==> config.mk <==
export PLATFORM = sky130hd
export DESIGN_NAME = plrg_ctrl
export DESIGN_NICKNAME = d
export VERILOG_FILES = /design/src/plrg_pkg.sv /design/src/plrg_ctrl.sv
export SDC_FILE = /design/constraint.sdc
export NUM_CORES = 1
export LEC_CHECK = 0
export BUFFER_PORTS_ARGS = -buffer_cell sky130_fd_sc_hd__buf_2
export CORE_MARGIN = 2
export CORE_UTILIZATION = 55
export CTS_BUF_LIST = sky130_fd_sc_hd__clkbuf_8
export DETAILED_ROUTE_END_ITERATION = 8
export PLACE_DENSITY = 0.8
export SETUP_SLACK_MARGIN = 0.02
export SLEW_MARGIN = 30
export SYNTH_ARGS = -nofsm -noshare
export SYNTH_HDL_FRONTEND = slang
export SYNTH_SLANG_ARGS = --single-unit
==> constraint.sdc <==
create_clock -name ref_clk -period 2.46 [get_ports ref_clk]
set_input_delay 0.123 -clock ref_clk [delete_from_list [all_inputs] [get_ports ref_clk]]
set_output_delay 0.123 -clock ref_clk [all_outputs]
set_load 0.02 [all_outputs]
==> src/plrg_pkg.sv <==
// package: constants and carriers of the misc control block
//
// Behaviour
// - reset disables loop, clears missing latches, picks clock pin source, NRZI.
// - command 000 leaves loop state unchanged.
// - command 001 enables loop, enters search, clears both missing latches.
// - NRZI search holds output high; first edge is a data edge.
// - NRZI loop clock 32x; samples at 16 and 48 clocks after first edge.
// - FM loop clock 16x; output low in search; first edge is clock edge.
// - FM missing edge sets one-missing; two misses set two-missing, re-search.
// - commands 010 and 011 disable loop, clear latches, hold search; here the loop goes to the off state, not search.
// - command 100 selects rate generator output as loop clock.
// - command 101 selects clock pin or crystal; reset default.
// - command 110 selects FM operation.
// - command 111 selects NRZI operation; reset default.
// - local loopback sends tx data to receiver and pin; cts/dcd enables ignored.
// - auto echo drives tx pin from rx pin; tx data hidden; cts ignored.
// - request select clear: pin is inverted ready bit; set: low on tx empty/crc.
// - request stays active until transfer done, four to five clocks after strobe.
// - rate source bit 0 picks pin or crystal, 1 host clock; reset 0.
// - rate enable starts counting, output lags two counts; clear stops at once.
// - source enables act only with group enable; only new conditions interrupt.
// - break, underrun, cts, dcd enables set by reset; zero count cleared.
// - sync/hunt enable: sync pin in async, hunt in sync; set by reset.
// - frame status enable only in sdlc; enhancement enable opens extended options.
package plrg_pkg;
    localparam logic [11:0] PLRG_ADDR_MISC = 12'h000;
    localparam logic [11:0] PLRG_ADDR_EVT = 12'h004;
    localparam logic [11:0] PLRG_ADDR_TC = 12'h008;
    localparam logic [11:0] PLRG_ADDR_STAT = 12'h00C;
    localparam logic [7:0] PLRG_MISC_RST = 8'h00;
    localparam logic [7:0] PLRG_EVT_RST = 8'hF8;
    localparam logic [15:0] PLRG_TC_RST = 16'h0004;
    localparam int PLRG_B_LOOPBK = 4;
    localparam int PLRG_B_ECHO = 3;
    localparam int PLRG_B_REQSEL = 2;
    localparam int PLRG_B_RGSRC = 1;
    localparam int PLRG_B_RGEN = 0;
    localparam int PLRG_E_BRK = 7;
    localparam int PLRG_E_UND = 6;
    localparam int PLRG_E_CTS = 5;
    localparam int PLRG_E_SYNC = 4;
    localparam int PLRG_E_DCD = 3;
    localparam int PLRG_E_FSTAT = 2;
    localparam int PLRG_E_ZC = 1;
    localparam int PLRG_E_ENH = 0;
    localparam logic [5:0] PLRG_NRZI_DIV = 6'h20;
    localparam logic [5:0] PLRG_NRZI_HALF = 6'h10;
    localparam logic [5:0] PLRG_FM_DIV = 6'h10;
    localparam logic [5:0] PLRG_FM_HALF = 6'h08;
    localparam logic [1:0] PLRG_RG_LAG = 2'h2;
    localparam int PLRG_REQ_CLKS = 4;
    localparam logic [2:0] PLRG_REQ_HOLD = 3'(PLRG_REQ_CLKS);
    typedef enum logic [2:0] {
        PLRG_CMD_NULL = 3'b000,
        PLRG_CMD_SEARCH = 3'b001,
        PLRG_CMD_RSTMISS = 3'b010,
        PLRG_CMD_DISABLE = 3'b011,
        PLRG_CMD_SRC_RG = 3'b100,
        PLRG_CMD_SRC_PIN = 3'b101,
        PLRG_CMD_FM = 3'b110,
        PLRG_CMD_NRZI = 3'b111
    } plrg_cmd_t;
    typedef enum logic [1:0] {
        PLRG_PL_OFF = 2'b00,
        PLRG_PL_SEARCH = 2'b01,
        PLRG_PL_TRACK = 2'b10
    } plrg_plst_t;
    typedef struct packed {
        logic rxd;
        logic cts_n;
        logic dcd_n;
        logic sync_n;
        logic clk_pin;
        logic xtal_clk;
    } plrg_pins_t;
    typedef struct packed {
        logic tx_data;
        logic tx_empty;
        logic crc_sent;
        logic sync_mode;
        logic sdlc_mode;
        logic hunt;
        logic brk_abort;
        logic underrun;
        logic dtr_bit;
        logic crystal_select;
        logic group_ie;
        logic strobe_done;
    } plrg_chan_t;
    typedef struct packed {
        logic txd;
        logic rx_in;
        logic cts_gate;
        logic dcd_gate;
        logic tx_visible;
        logic ready_req_n;
        logic phase_loop_clk;
        logic rg_out;
        logic rg_zero;
        logic ext_irq;
        logic one_missing;
        logic two_missing;
        logic fstat_en;
        logic ext_opt_en;
    } plrg_out_t;
endpackage

==> src/plrg_ctrl.sv <==
// misc control: phase loop, rate generator, loop/echo, request pin, event enables
`timescale 1ns/1ps
module plrg_ctrl (
    // clock and reset
    input wire logic ref_clk,
    input wire logic rstn,
    input wire logic chan_reset,
    // apb slave
    input wire logic psel,
    input wire logic penable,
    input wire logic pwrite,
    input wire logic [11:0] paddr,
    input wire logic [31:0] pwdata,
    output logic [31:0] prdata,
    output logic pready,
    output logic pslverr,
    // line pins and channel state
    input wire plrg_pkg::plrg_pins_t pins,
    input wire plrg_pkg::plrg_chan_t chan,
    // results
    output plrg_pkg::plrg_out_t outs
);
    import plrg_pkg::*;

    function automatic logic hit(input logic [11:0] a, input logic [11:0] r);
        hit = (a == r);
    endfunction

    typedef struct packed {
        logic [2:0] pin_s1;
        logic [2:0] pin_s2;
        logic [1:0] ck_s1;
        logic [1:0] ck_s2;
        logic [1:0] ck_d;
        logic [5:0] ev_s1;
        logic [5:0] ev_s2;
        logic [5:0] ev_d;
        logic [7:0] misc;
        logic [7:0] evt;
        logic [15:0] tc;
        logic pl_fm;
        logic pl_src_rg;
        plrg_plst_t pl_st;
        logic [5:0] pl_cnt;
        logic pl_out;
        logic pl_win;
        logic pl_seen;
        logic pl_odd;
        logic miss1;
        logic miss2;
        logic rxd_d;
        logic [15:0] rg_cnt;
        logic [1:0] rg_lag;
        logic rg_out;
        logic rg_zero;
        logic ext_pend;
        logic req_n;
        logic [2:0] req_hold;
        logic [31:0] rdata;
        logic rdy;
        logic err;
        plrg_out_t o;
    } plrg_state_t;

    plrg_state_t s_q, s_d;

    logic acc, wr, tx_sel;
    logic [2:0] pin_now;
    logic [1:0] ck_now;
    logic [5:0] ev_now;
    logic [5:0] ev_en;
    logic [5:0] ev_chg;
    logic pl_tick, rg_tick, rxd_edge, pin_rise, fire;
    logic [5:0] div, half;
    plrg_cmd_t cmd;

    assign pin_now = {pins.rxd, pins.cts_n, pins.dcd_n};
    assign ck_now = {pins.clk_pin, pins.xtal_clk};
    // order: brk, und, cts, sync/hunt, dcd, zero count
    assign ev_en = {s_q.evt[PLRG_E_BRK], s_q.evt[PLRG_E_UND], s_q.evt[PLRG_E_CTS],
                    s_q.evt[PLRG_E_SYNC], s_q.evt[PLRG_E_DCD], s_q.evt[PLRG_E_ZC]};

    always_comb begin
        s_d = s_q;
        acc = psel && penable;
        wr = acc && pwrite;
        cmd = plrg_cmd_t'(pwdata[7:5]);
        ////////////////////////////////////////////////////////////////////////
        // pin and clock synchronisers; first stage feeds only the second
        s_d.pin_s1 = pin_now;
        s_d.pin_s2 = s_q.pin_s1;
        s_d.ck_s1 = ck_now;
        s_d.ck_s2 = s_q.ck_s1;
        s_d.ck_d = s_q.ck_s2;
        // crystal_select picks crystal over pin
        tx_sel = chan.crystal_select ? s_q.ck_s2[0] : s_q.ck_s2[1];
        pin_rise = tx_sel && !(chan.crystal_select ? s_q.ck_d[0] : s_q.ck_d[1]);
        ////////////////////////////////////////////////////////////////////////
        // apb: zero wait states, unmapped reads zero with error
        s_d.rdy = psel && !s_q.rdy;
        s_d.err = 1'b0;
        s_d.rdata = '0;
        if (psel && !penable) begin
            s_d.rdy = 1'b1;
            s_d.err = !(hit(paddr, PLRG_ADDR_MISC) || hit(paddr, PLRG_ADDR_EVT) ||
                        hit(paddr, PLRG_ADDR_TC) || hit(paddr, PLRG_ADDR_STAT));
            if (hit(paddr, PLRG_ADDR_MISC))
                s_d.rdata = {24'h00_0000, s_q.misc};
            else if (hit(paddr, PLRG_ADDR_EVT))
                s_d.rdata = {24'h00_0000, s_q.evt};
            else if (hit(paddr, PLRG_ADDR_TC))
                s_d.rdata = {16'h0000, s_q.tc};
            else if (hit(paddr, PLRG_ADDR_STAT))
                s_d.rdata = {24'h00_0000, s_q.pl_st, s_q.pl_fm, s_q.pl_src_rg,
                             s_q.miss2, s_q.miss1, s_q.ext_pend, s_q.rg_zero};
        end
        ////////////////////////////////////////////////////////////////////////
        // phase loop clock source: rate generator or pin/crystal
        pl_tick = s_q.pl_src_rg ? (s_q.rg_out && !s_q.o.rg_out)
                                : pin_rise;
        div = s_q.pl_fm ? PLRG_FM_DIV : PLRG_NRZI_DIV;
        half = s_q.pl_fm ? PLRG_FM_HALF : PLRG_NRZI_HALF;
        s_d.rxd_d = s_q.pin_s2[2];
        rxd_edge = s_q.pin_s2[2] ^ s_q.rxd_d;
        case (s_q.pl_st)
            PLRG_PL_OFF: begin
                s_d.pl_out = !s_q.pl_fm;
            end
            PLRG_PL_SEARCH: begin
                s_d.pl_out = !s_q.pl_fm;
                if (rxd_edge) begin
                    // first edge: data edge in nrzi, clock edge in fm
                    s_d.pl_st = PLRG_PL_TRACK;
                    s_d.pl_cnt = '0;
                    s_d.pl_seen = 1'b0;
                    s_d.pl_odd = 1'b0;
                end
            end
            PLRG_PL_TRACK: begin
                if (rxd_edge && !(s_q.pl_fm && s_q.pl_odd)) begin
                    // resync on edges; fm corrects on every other cell
                    s_d.pl_cnt = '0;
                    s_d.pl_seen = 1'b1;
                end else if (pl_tick) begin
                    s_d.pl_cnt = (s_q.pl_cnt == div - 6'h01) ? 6'h00 : s_q.pl_cnt + 6'h01;
                    // sampling edge at half cell: 16 then 48 in nrzi
                    if (s_q.pl_cnt == half - 6'h01)
                        s_d.pl_out = 1'b1;
                    if (s_q.pl_cnt == div - 6'h01) begin
                        s_d.pl_out = 1'b0;
                        s_d.pl_odd = !s_q.pl_odd;
                        if (s_q.pl_fm && !s_q.pl_odd) begin
                            if (!s_q.pl_seen) begin
                                s_d.miss1 = 1'b1;
                                if (s_q.miss1) begin
                                    s_d.miss2 = 1'b1;
                                    s_d.pl_st = PLRG_PL_SEARCH;
                                end
                            end
                            s_d.pl_seen = 1'b0;
                        end
                    end
                end
            end
            default: s_d.pl_st = PLRG_PL_OFF;
        endcase
        ////////////////////////////////////////////////////////////////////////
        // rate generator: down counter, output toggles on reload
        rg_tick = s_q.misc[PLRG_B_RGSRC] ? 1'b1 : pin_rise;
        s_d.rg_zero = 1'b0;
        if (!s_q.misc[PLRG_B_RGEN]) begin
            s_d.rg_lag = PLRG_RG_LAG;
            s_d.rg_cnt = s_q.tc;
        end else if (rg_tick) begin
            if (s_q.rg_lag != 2'h0)
                s_d.rg_lag = s_q.rg_lag - 2'h1;
            if (s_q.rg_cnt == 16'h0000) begin
                s_d.rg_cnt = s_q.tc;
                s_d.rg_zero = 1'b1;
                if (s_q.rg_lag == 2'h0)
                    s_d.rg_out = !s_q.rg_out;
            end else begin
                s_d.rg_cnt = s_q.rg_cnt - 16'h0001;
            end
        end
        ////////////////////////////////////////////////////////////////////////
        // event sources: only fresh changes count after enable
        ev_now = {chan.brk_abort, chan.underrun, s_q.pin_s2[1],
                  chan.sync_mode ? chan.hunt : s_q.ev_s2[2], s_q.pin_s2[0], s_q.rg_zero};
        s_d.ev_s1 = {5'h00, pins.sync_n} << 2;
        s_d.ev_s2 = s_q.ev_s1;
        s_d.ev_d = ev_now;
        ev_chg = (ev_now ^ s_q.ev_d) & ev_en;
        fire = chan.group_ie && (ev_chg != 6'h00);
        if (fire)
            s_d.ext_pend = 1'b1;
        ////////////////////////////////////////////////////////////////////////
        // request pin; stays active until internal transfer done
        if (s_q.misc[PLRG_B_REQSEL]) begin
            if (chan.strobe_done)
                s_d.req_hold = PLRG_REQ_HOLD;
            else if (s_q.req_hold != 3'h0)
                s_d.req_hold = s_q.req_hold - 3'h1;
            if ((chan.tx_empty || (chan.sync_mode && chan.crc_sent)) && s_q.req_hold == 3'h0)
                s_d.req_n = 1'b0;
            else if (s_q.req_hold == 3'h1)
                s_d.req_n = 1'b1;
        end else begin
            s_d.req_hold = 3'h0;
            s_d.req_n = !chan.dtr_bit;
        end
        ////////////////////////////////////////////////////////////////////////
        // register writes; loop commands are one-shot
        if (wr && s_q.rdy && hit(paddr, PLRG_ADDR_MISC)) begin
            s_d.misc = pwdata[7:0];
            case (cmd)
                PLRG_CMD_NULL: s_d.pl_st = s_q.pl_st;
                PLRG_CMD_SEARCH: begin
                    s_d.pl_st = PLRG_PL_SEARCH;
                    s_d.miss1 = 1'b0;
                    s_d.miss2 = 1'b0;
                end
                PLRG_CMD_RSTMISS, PLRG_CMD_DISABLE: begin
                    s_d.pl_st = PLRG_PL_OFF;
                    s_d.miss1 = 1'b0;
                    s_d.miss2 = 1'b0;
                end
                PLRG_CMD_SRC_RG: s_d.pl_src_rg = 1'b1;
                PLRG_CMD_SRC_PIN: s_d.pl_src_rg = 1'b0;
                PLRG_CMD_FM: s_d.pl_fm = 1'b1;
                PLRG_CMD_NRZI: s_d.pl_fm = 1'b0;
                default: s_d.pl_st = s_q.pl_st;
            endcase
        end
        if (wr && s_q.rdy && hit(paddr, PLRG_ADDR_EVT))
            s_d.evt = pwdata[7:0];
        if (wr && s_q.rdy && hit(paddr, PLRG_ADDR_TC))
            s_d.tc = pwdata[15:0];
        if (!wr && acc && hit(paddr, PLRG_ADDR_STAT) && !fire)
            s_d.ext_pend = 1'b0;
        // channel reset: misc and event registers and loop mode as after hardware reset, except rate bits; time constant kept
        if (chan_reset) begin
            s_d.misc = PLRG_MISC_RST | {6'h00, s_q.misc[PLRG_B_RGSRC:PLRG_B_RGEN]};
            s_d.evt = PLRG_EVT_RST;
            s_d.pl_st = PLRG_PL_OFF;
            s_d.pl_src_rg = 1'b0;
            s_d.pl_fm = 1'b0;
            s_d.miss1 = 1'b0;
            s_d.miss2 = 1'b0;
        end
        ////////////////////////////////////////////////////////////////////////
        // data paths and outputs
        s_d.o.txd = s_q.misc[PLRG_B_ECHO] ? s_q.pin_s2[2] : chan.tx_data;
        s_d.o.rx_in = (s_q.misc[PLRG_B_LOOPBK] && !s_q.misc[PLRG_B_ECHO]) ? chan.tx_data : s_q.pin_s2[2];
        s_d.o.cts_gate = !s_q.pin_s2[1] || s_q.misc[PLRG_B_LOOPBK] || s_q.misc[PLRG_B_ECHO];
        s_d.o.dcd_gate = !s_q.pin_s2[0] || s_q.misc[PLRG_B_LOOPBK];
        s_d.o.tx_visible = !s_q.misc[PLRG_B_ECHO];
        s_d.o.ready_req_n = s_q.req_n;
        s_d.o.phase_loop_clk = s_q.pl_out;
        s_d.o.rg_out = s_q.rg_out;
        s_d.o.rg_zero = s_q.rg_zero && s_q.evt[PLRG_E_ZC];
        s_d.o.ext_irq = s_q.ext_pend && chan.group_ie;
        s_d.o.one_missing = s_q.miss1;
        s_d.o.two_missing = s_q.miss2;
        s_d.o.fstat_en = s_q.evt[PLRG_E_FSTAT] && chan.sdlc_mode;
        s_d.o.ext_opt_en = s_q.evt[PLRG_E_ENH];
    end

    always_ff @(posedge ref_clk or negedge rstn) begin
        if (!rstn) begin
            s_q <= '0;
            s_q.misc <= PLRG_MISC_RST;
            s_q.evt <= PLRG_EVT_RST;
            s_q.tc <= PLRG_TC_RST;
            s_q.pl_st <= PLRG_PL_OFF;
            s_q.pl_out <= 1'b1;
            s_q.rg_lag <= PLRG_RG_LAG;
            s_q.req_n <= 1'b1;
            s_q.o.ready_req_n <= 1'b1;
            s_q.o.tx_visible <= 1'b1;
            s_q.o.phase_loop_clk <= 1'b1;
        end else begin
            s_q <= s_d;
        end
    end

    assign prdata = s_q.rdata;
    assign pready = s_q.rdy;
    assign pslverr = s_q.err;
    assign outs = s_q.o;
endmodule

==> impl_metrics.env <==
export IMPL_status="finished, final reports clean"
export IMPL_clk_root_buffer_cell="clkbuf_8"
export IMPL_met1_length_mm=5.52
export IMPL_synth_warnings=0
export IMPL_crit_start="s_q[64]"
export IMPL_start_kind="flop"
export IMPL_ir_drop_mv=0.256
export IMPL_syn_inst=535
export IMPL_core_rowCount=37
export IMPL_synth_top_area_share_pct=47.6
export IMPL_cts_buffers=17
export IMPL_layout_commonest_cell="dfrtp_1"
export IMPL_drtPass1Iterations=5
export IMPL_p_leak_nw=3.39
export IMPL_synth_distinct_cells=67
export IMPL_required_ns=2.81
export IMPL_gp_congestion=0.856
export IMPL_hold_viol_final=0
export IMPL_drc=0
export IMPL_cts_resized=0
export IMPL_cp_max_fo=8
export IMPL_hold_worst_slack_ns=0.0224
export IMPL_fmaxAchievable_mhz=436
export IMPL_final_cells=789
export IMPL_highest_layer="met4"
export IMPL_cp_endpoint="s_q[68]"
export IMPL_multi_input_area_sq_mm=0.00236
export IMPL_drive_gt1_share_pct=26.8
export IMPL_r2r_slack_ns=0.17
export IMPL_drt_iter0_markers=334
export IMPL_relSlewSlack_pct=51.4
export IMPL_grt_usage_pct=24.3
export IMPL_numPlacedInstances=722
export IMPL_fin_tns_setup_ns=0
export IMPL_cts_clk_slew_worst_paths_ns=0.07
export IMPL_fin_skew_ns=0.00775
export IMPL_initial_utilization_pct=57.0
export IMPL_post_cts_buffers=0
export IMPL_critPathMaxStageDelay_ns=0.66
export IMPL_cts_tree="built"
export IMPL_synthArstFlopShare_pct=100
export IMPL_min_period_over_period_pct=93.2
export IMPL_period_needed_ns=2.29
export IMPL_grt_pass1_vias=4564
export IMPL_die_x_um=108
export IMPL_dp_hpwl_mm=8.90
export IMPL_rsz0062_at_grt="no"
export IMPL_finalPower_mw=4.24
export IMPL_n_fill_cell=765
export IMPL_met3_length_um=666
export IMPL_synth_top_flop_cell="dfrtp_1"
export IMPL_ys_ff_latch=125
export IMPL_synth_edff_count=0
export IMPL_final_util_pct=68.0
export IMPL_vias=4499
export IMPL_cts_num_sinks=125
export IMPL_netlist_area_sq_mm=0.00594
export IMPL_r2r_end="s_q[68]"
export IMPL_yosysTopAreaCell="dfrtp_1"
export IMPL_setup_violations_final=0
export IMPL_crit_type="reg -> reg"
export IMPL_dr_wl_met2_mm=6.73
export IMPL_antenna_found_initial=0
export IMPL_worstMarginPinSlew_ns=0.723
export IMPL_drtAntennaViolNets=0
export IMPL_rr_worst_depth=5
export IMPL_pin_count=116
export IMPL_area_growth_pct=19.2
export IMPL_hold_class="in -> reg"
export IMPL_clock_path_buffers=2
export IMPL_grt_overflow=0
export IMPL_holdBufCountCts=35
export IMPL_grt_start_max_net_pins=51
export IMPL_syn_avg_cell_area_sq_um=11.1
export IMPL_core_area_sq_mm=0.0104
export IMPL_power_density_mw_per_mm2=599
export IMPL_synth_area_leaders="dfrtp_1, buf_4, dfstp_2, mux2i_1, mux2_2"
export IMPL_layout_common_cells="dfrtp_1, buf_2, dlygate4sd3_1"
export IMPL_worstPathArrival_ns=2.65
export IMPL_maxCapViolations=0
export IMPL_endpoint_kind="flop"
export IMPL_via_per_inst=5.70
export IMPL_fp_dieH_um=108
export IMPL_drt_wirelength_per_cell_um=16.6
export IMPL_regArea_sq_mm=0.00314
export IMPL_worstSkewPairLatency_ns=0.45
export IMPL_worstReg2RegStart="s_q[64]"
export IMPL_port_buffers=83
export IMPL_wl_mm=13.1
export IMPL_nets=715
export IMPL_ys_seq_area_share_pct=52.9
export IMPL_hold_depth=4
export IMPL_crit_slowest_cell="or4_1"
export IMPL_antenna_cells=0
export IMPL_grt_pass1_wl_mm=22.0
export IMPL_die_area_sq_mm=0.0116
export IMPL_htree_levels=4
export IMPL_path_cells="or2_1 > or4_1 > nor3_2 > o21ai_0 > a311oi_1"
export IMPL_slew_violations=0
worst max-delay path, delay by kind of cell (launching register included):
family           cells  cell delay, ns
AND/OR/NAND/NOR      3            1.37
flip-flops           1            0.42
AO/OA/AOI/OAI        2            0.41
sequential cells by signal (all words and copies together), names as in the netlist:
name,flops
ev_en,6
ev_now,3
outs,14
prdata,16
pready,1
pslverr,1
s_d,15
s_q,69
worst min path at each step:
stage	startpoint	end
after floorplan	rstn	ev_en[0]
after global placement	rstn	s_q[104]
after detailed placement	rstn	prdata[8]
after CTS	chan[10]	s_d[8]
after global routing	chan[10]	s_d[8]
final	chan[10]	s_d[8]
cell usage after synthesis (6+ instances only):
cell / n
dfrtp_1: 113
buf_4: 47
nor2_1: 30
nand2_1: 29
mux2i_1: 22
mux2_2: 19
inv_1: 18
nand3_1: 16
a21oi_1: 14
and2_1: 14
nor3_1: 13
clkbuf_1: 12
dfstp_2: 12
o21ai_0: 12
o311ai_0: 9
a221oi_1: 8
nor3b_1: 8
ha_1: 7
nand2b_1: 7
nor4_1: 7
or3_1: 7
a211o_1: 6
nand4_1: 6
o211ai_1: 6
xor2_1: 6
report_power, final:
group	switching (mW)	internal (mW)	leakage [nW]
combinational	0.161	0.114	1.55
clock	0.842	1.03	0.205
sequential	0.0134	2.08	1.64
layout make-up:
type	count	area share, %
flip-flops and latches	125	44.4
multi-input cells	343	33.4
repair buffers	135	13.0
clock buffers	18	3.50
well taps	136	2.40
clock inverters	14	2.37
inverters	18	0.954
metal layers:
layer / vias to the layer above / global-route usage [%]
met1: 2246 / 30.6
met2: 145 / 41.2
li1: 2085 / -
met4: 0 / 9.16
met5: - / 0
met3: 23 / 5.49
cell families (layout without fill, tap and decap cells):
group	count (synthesis)	after routing	synth area share [%]
XOR/XNOR	11	11	1.62
other	1	16	0.0631
buffers and inverters	82	185	8.26
flip-flops	125	125	52.9
adder cells (fa/ha/maj)	7	7	1.47
multiplexers	43	43	7.69
AND/OR/NAND/NOR	168	168	15.7
AO/OA/AOI/OAI	98	98	12.3
through the flow:
step                      worst slack, ns  area [sq um]
after global routing               0.0278          7080
after CTS                           0.184          7080
after global placement              0.274          6310
after detailed placement            0.186          6310
final                               0.168          7080
after floorplan                     0.285          6000
Power figures use the tool's default switching activity.
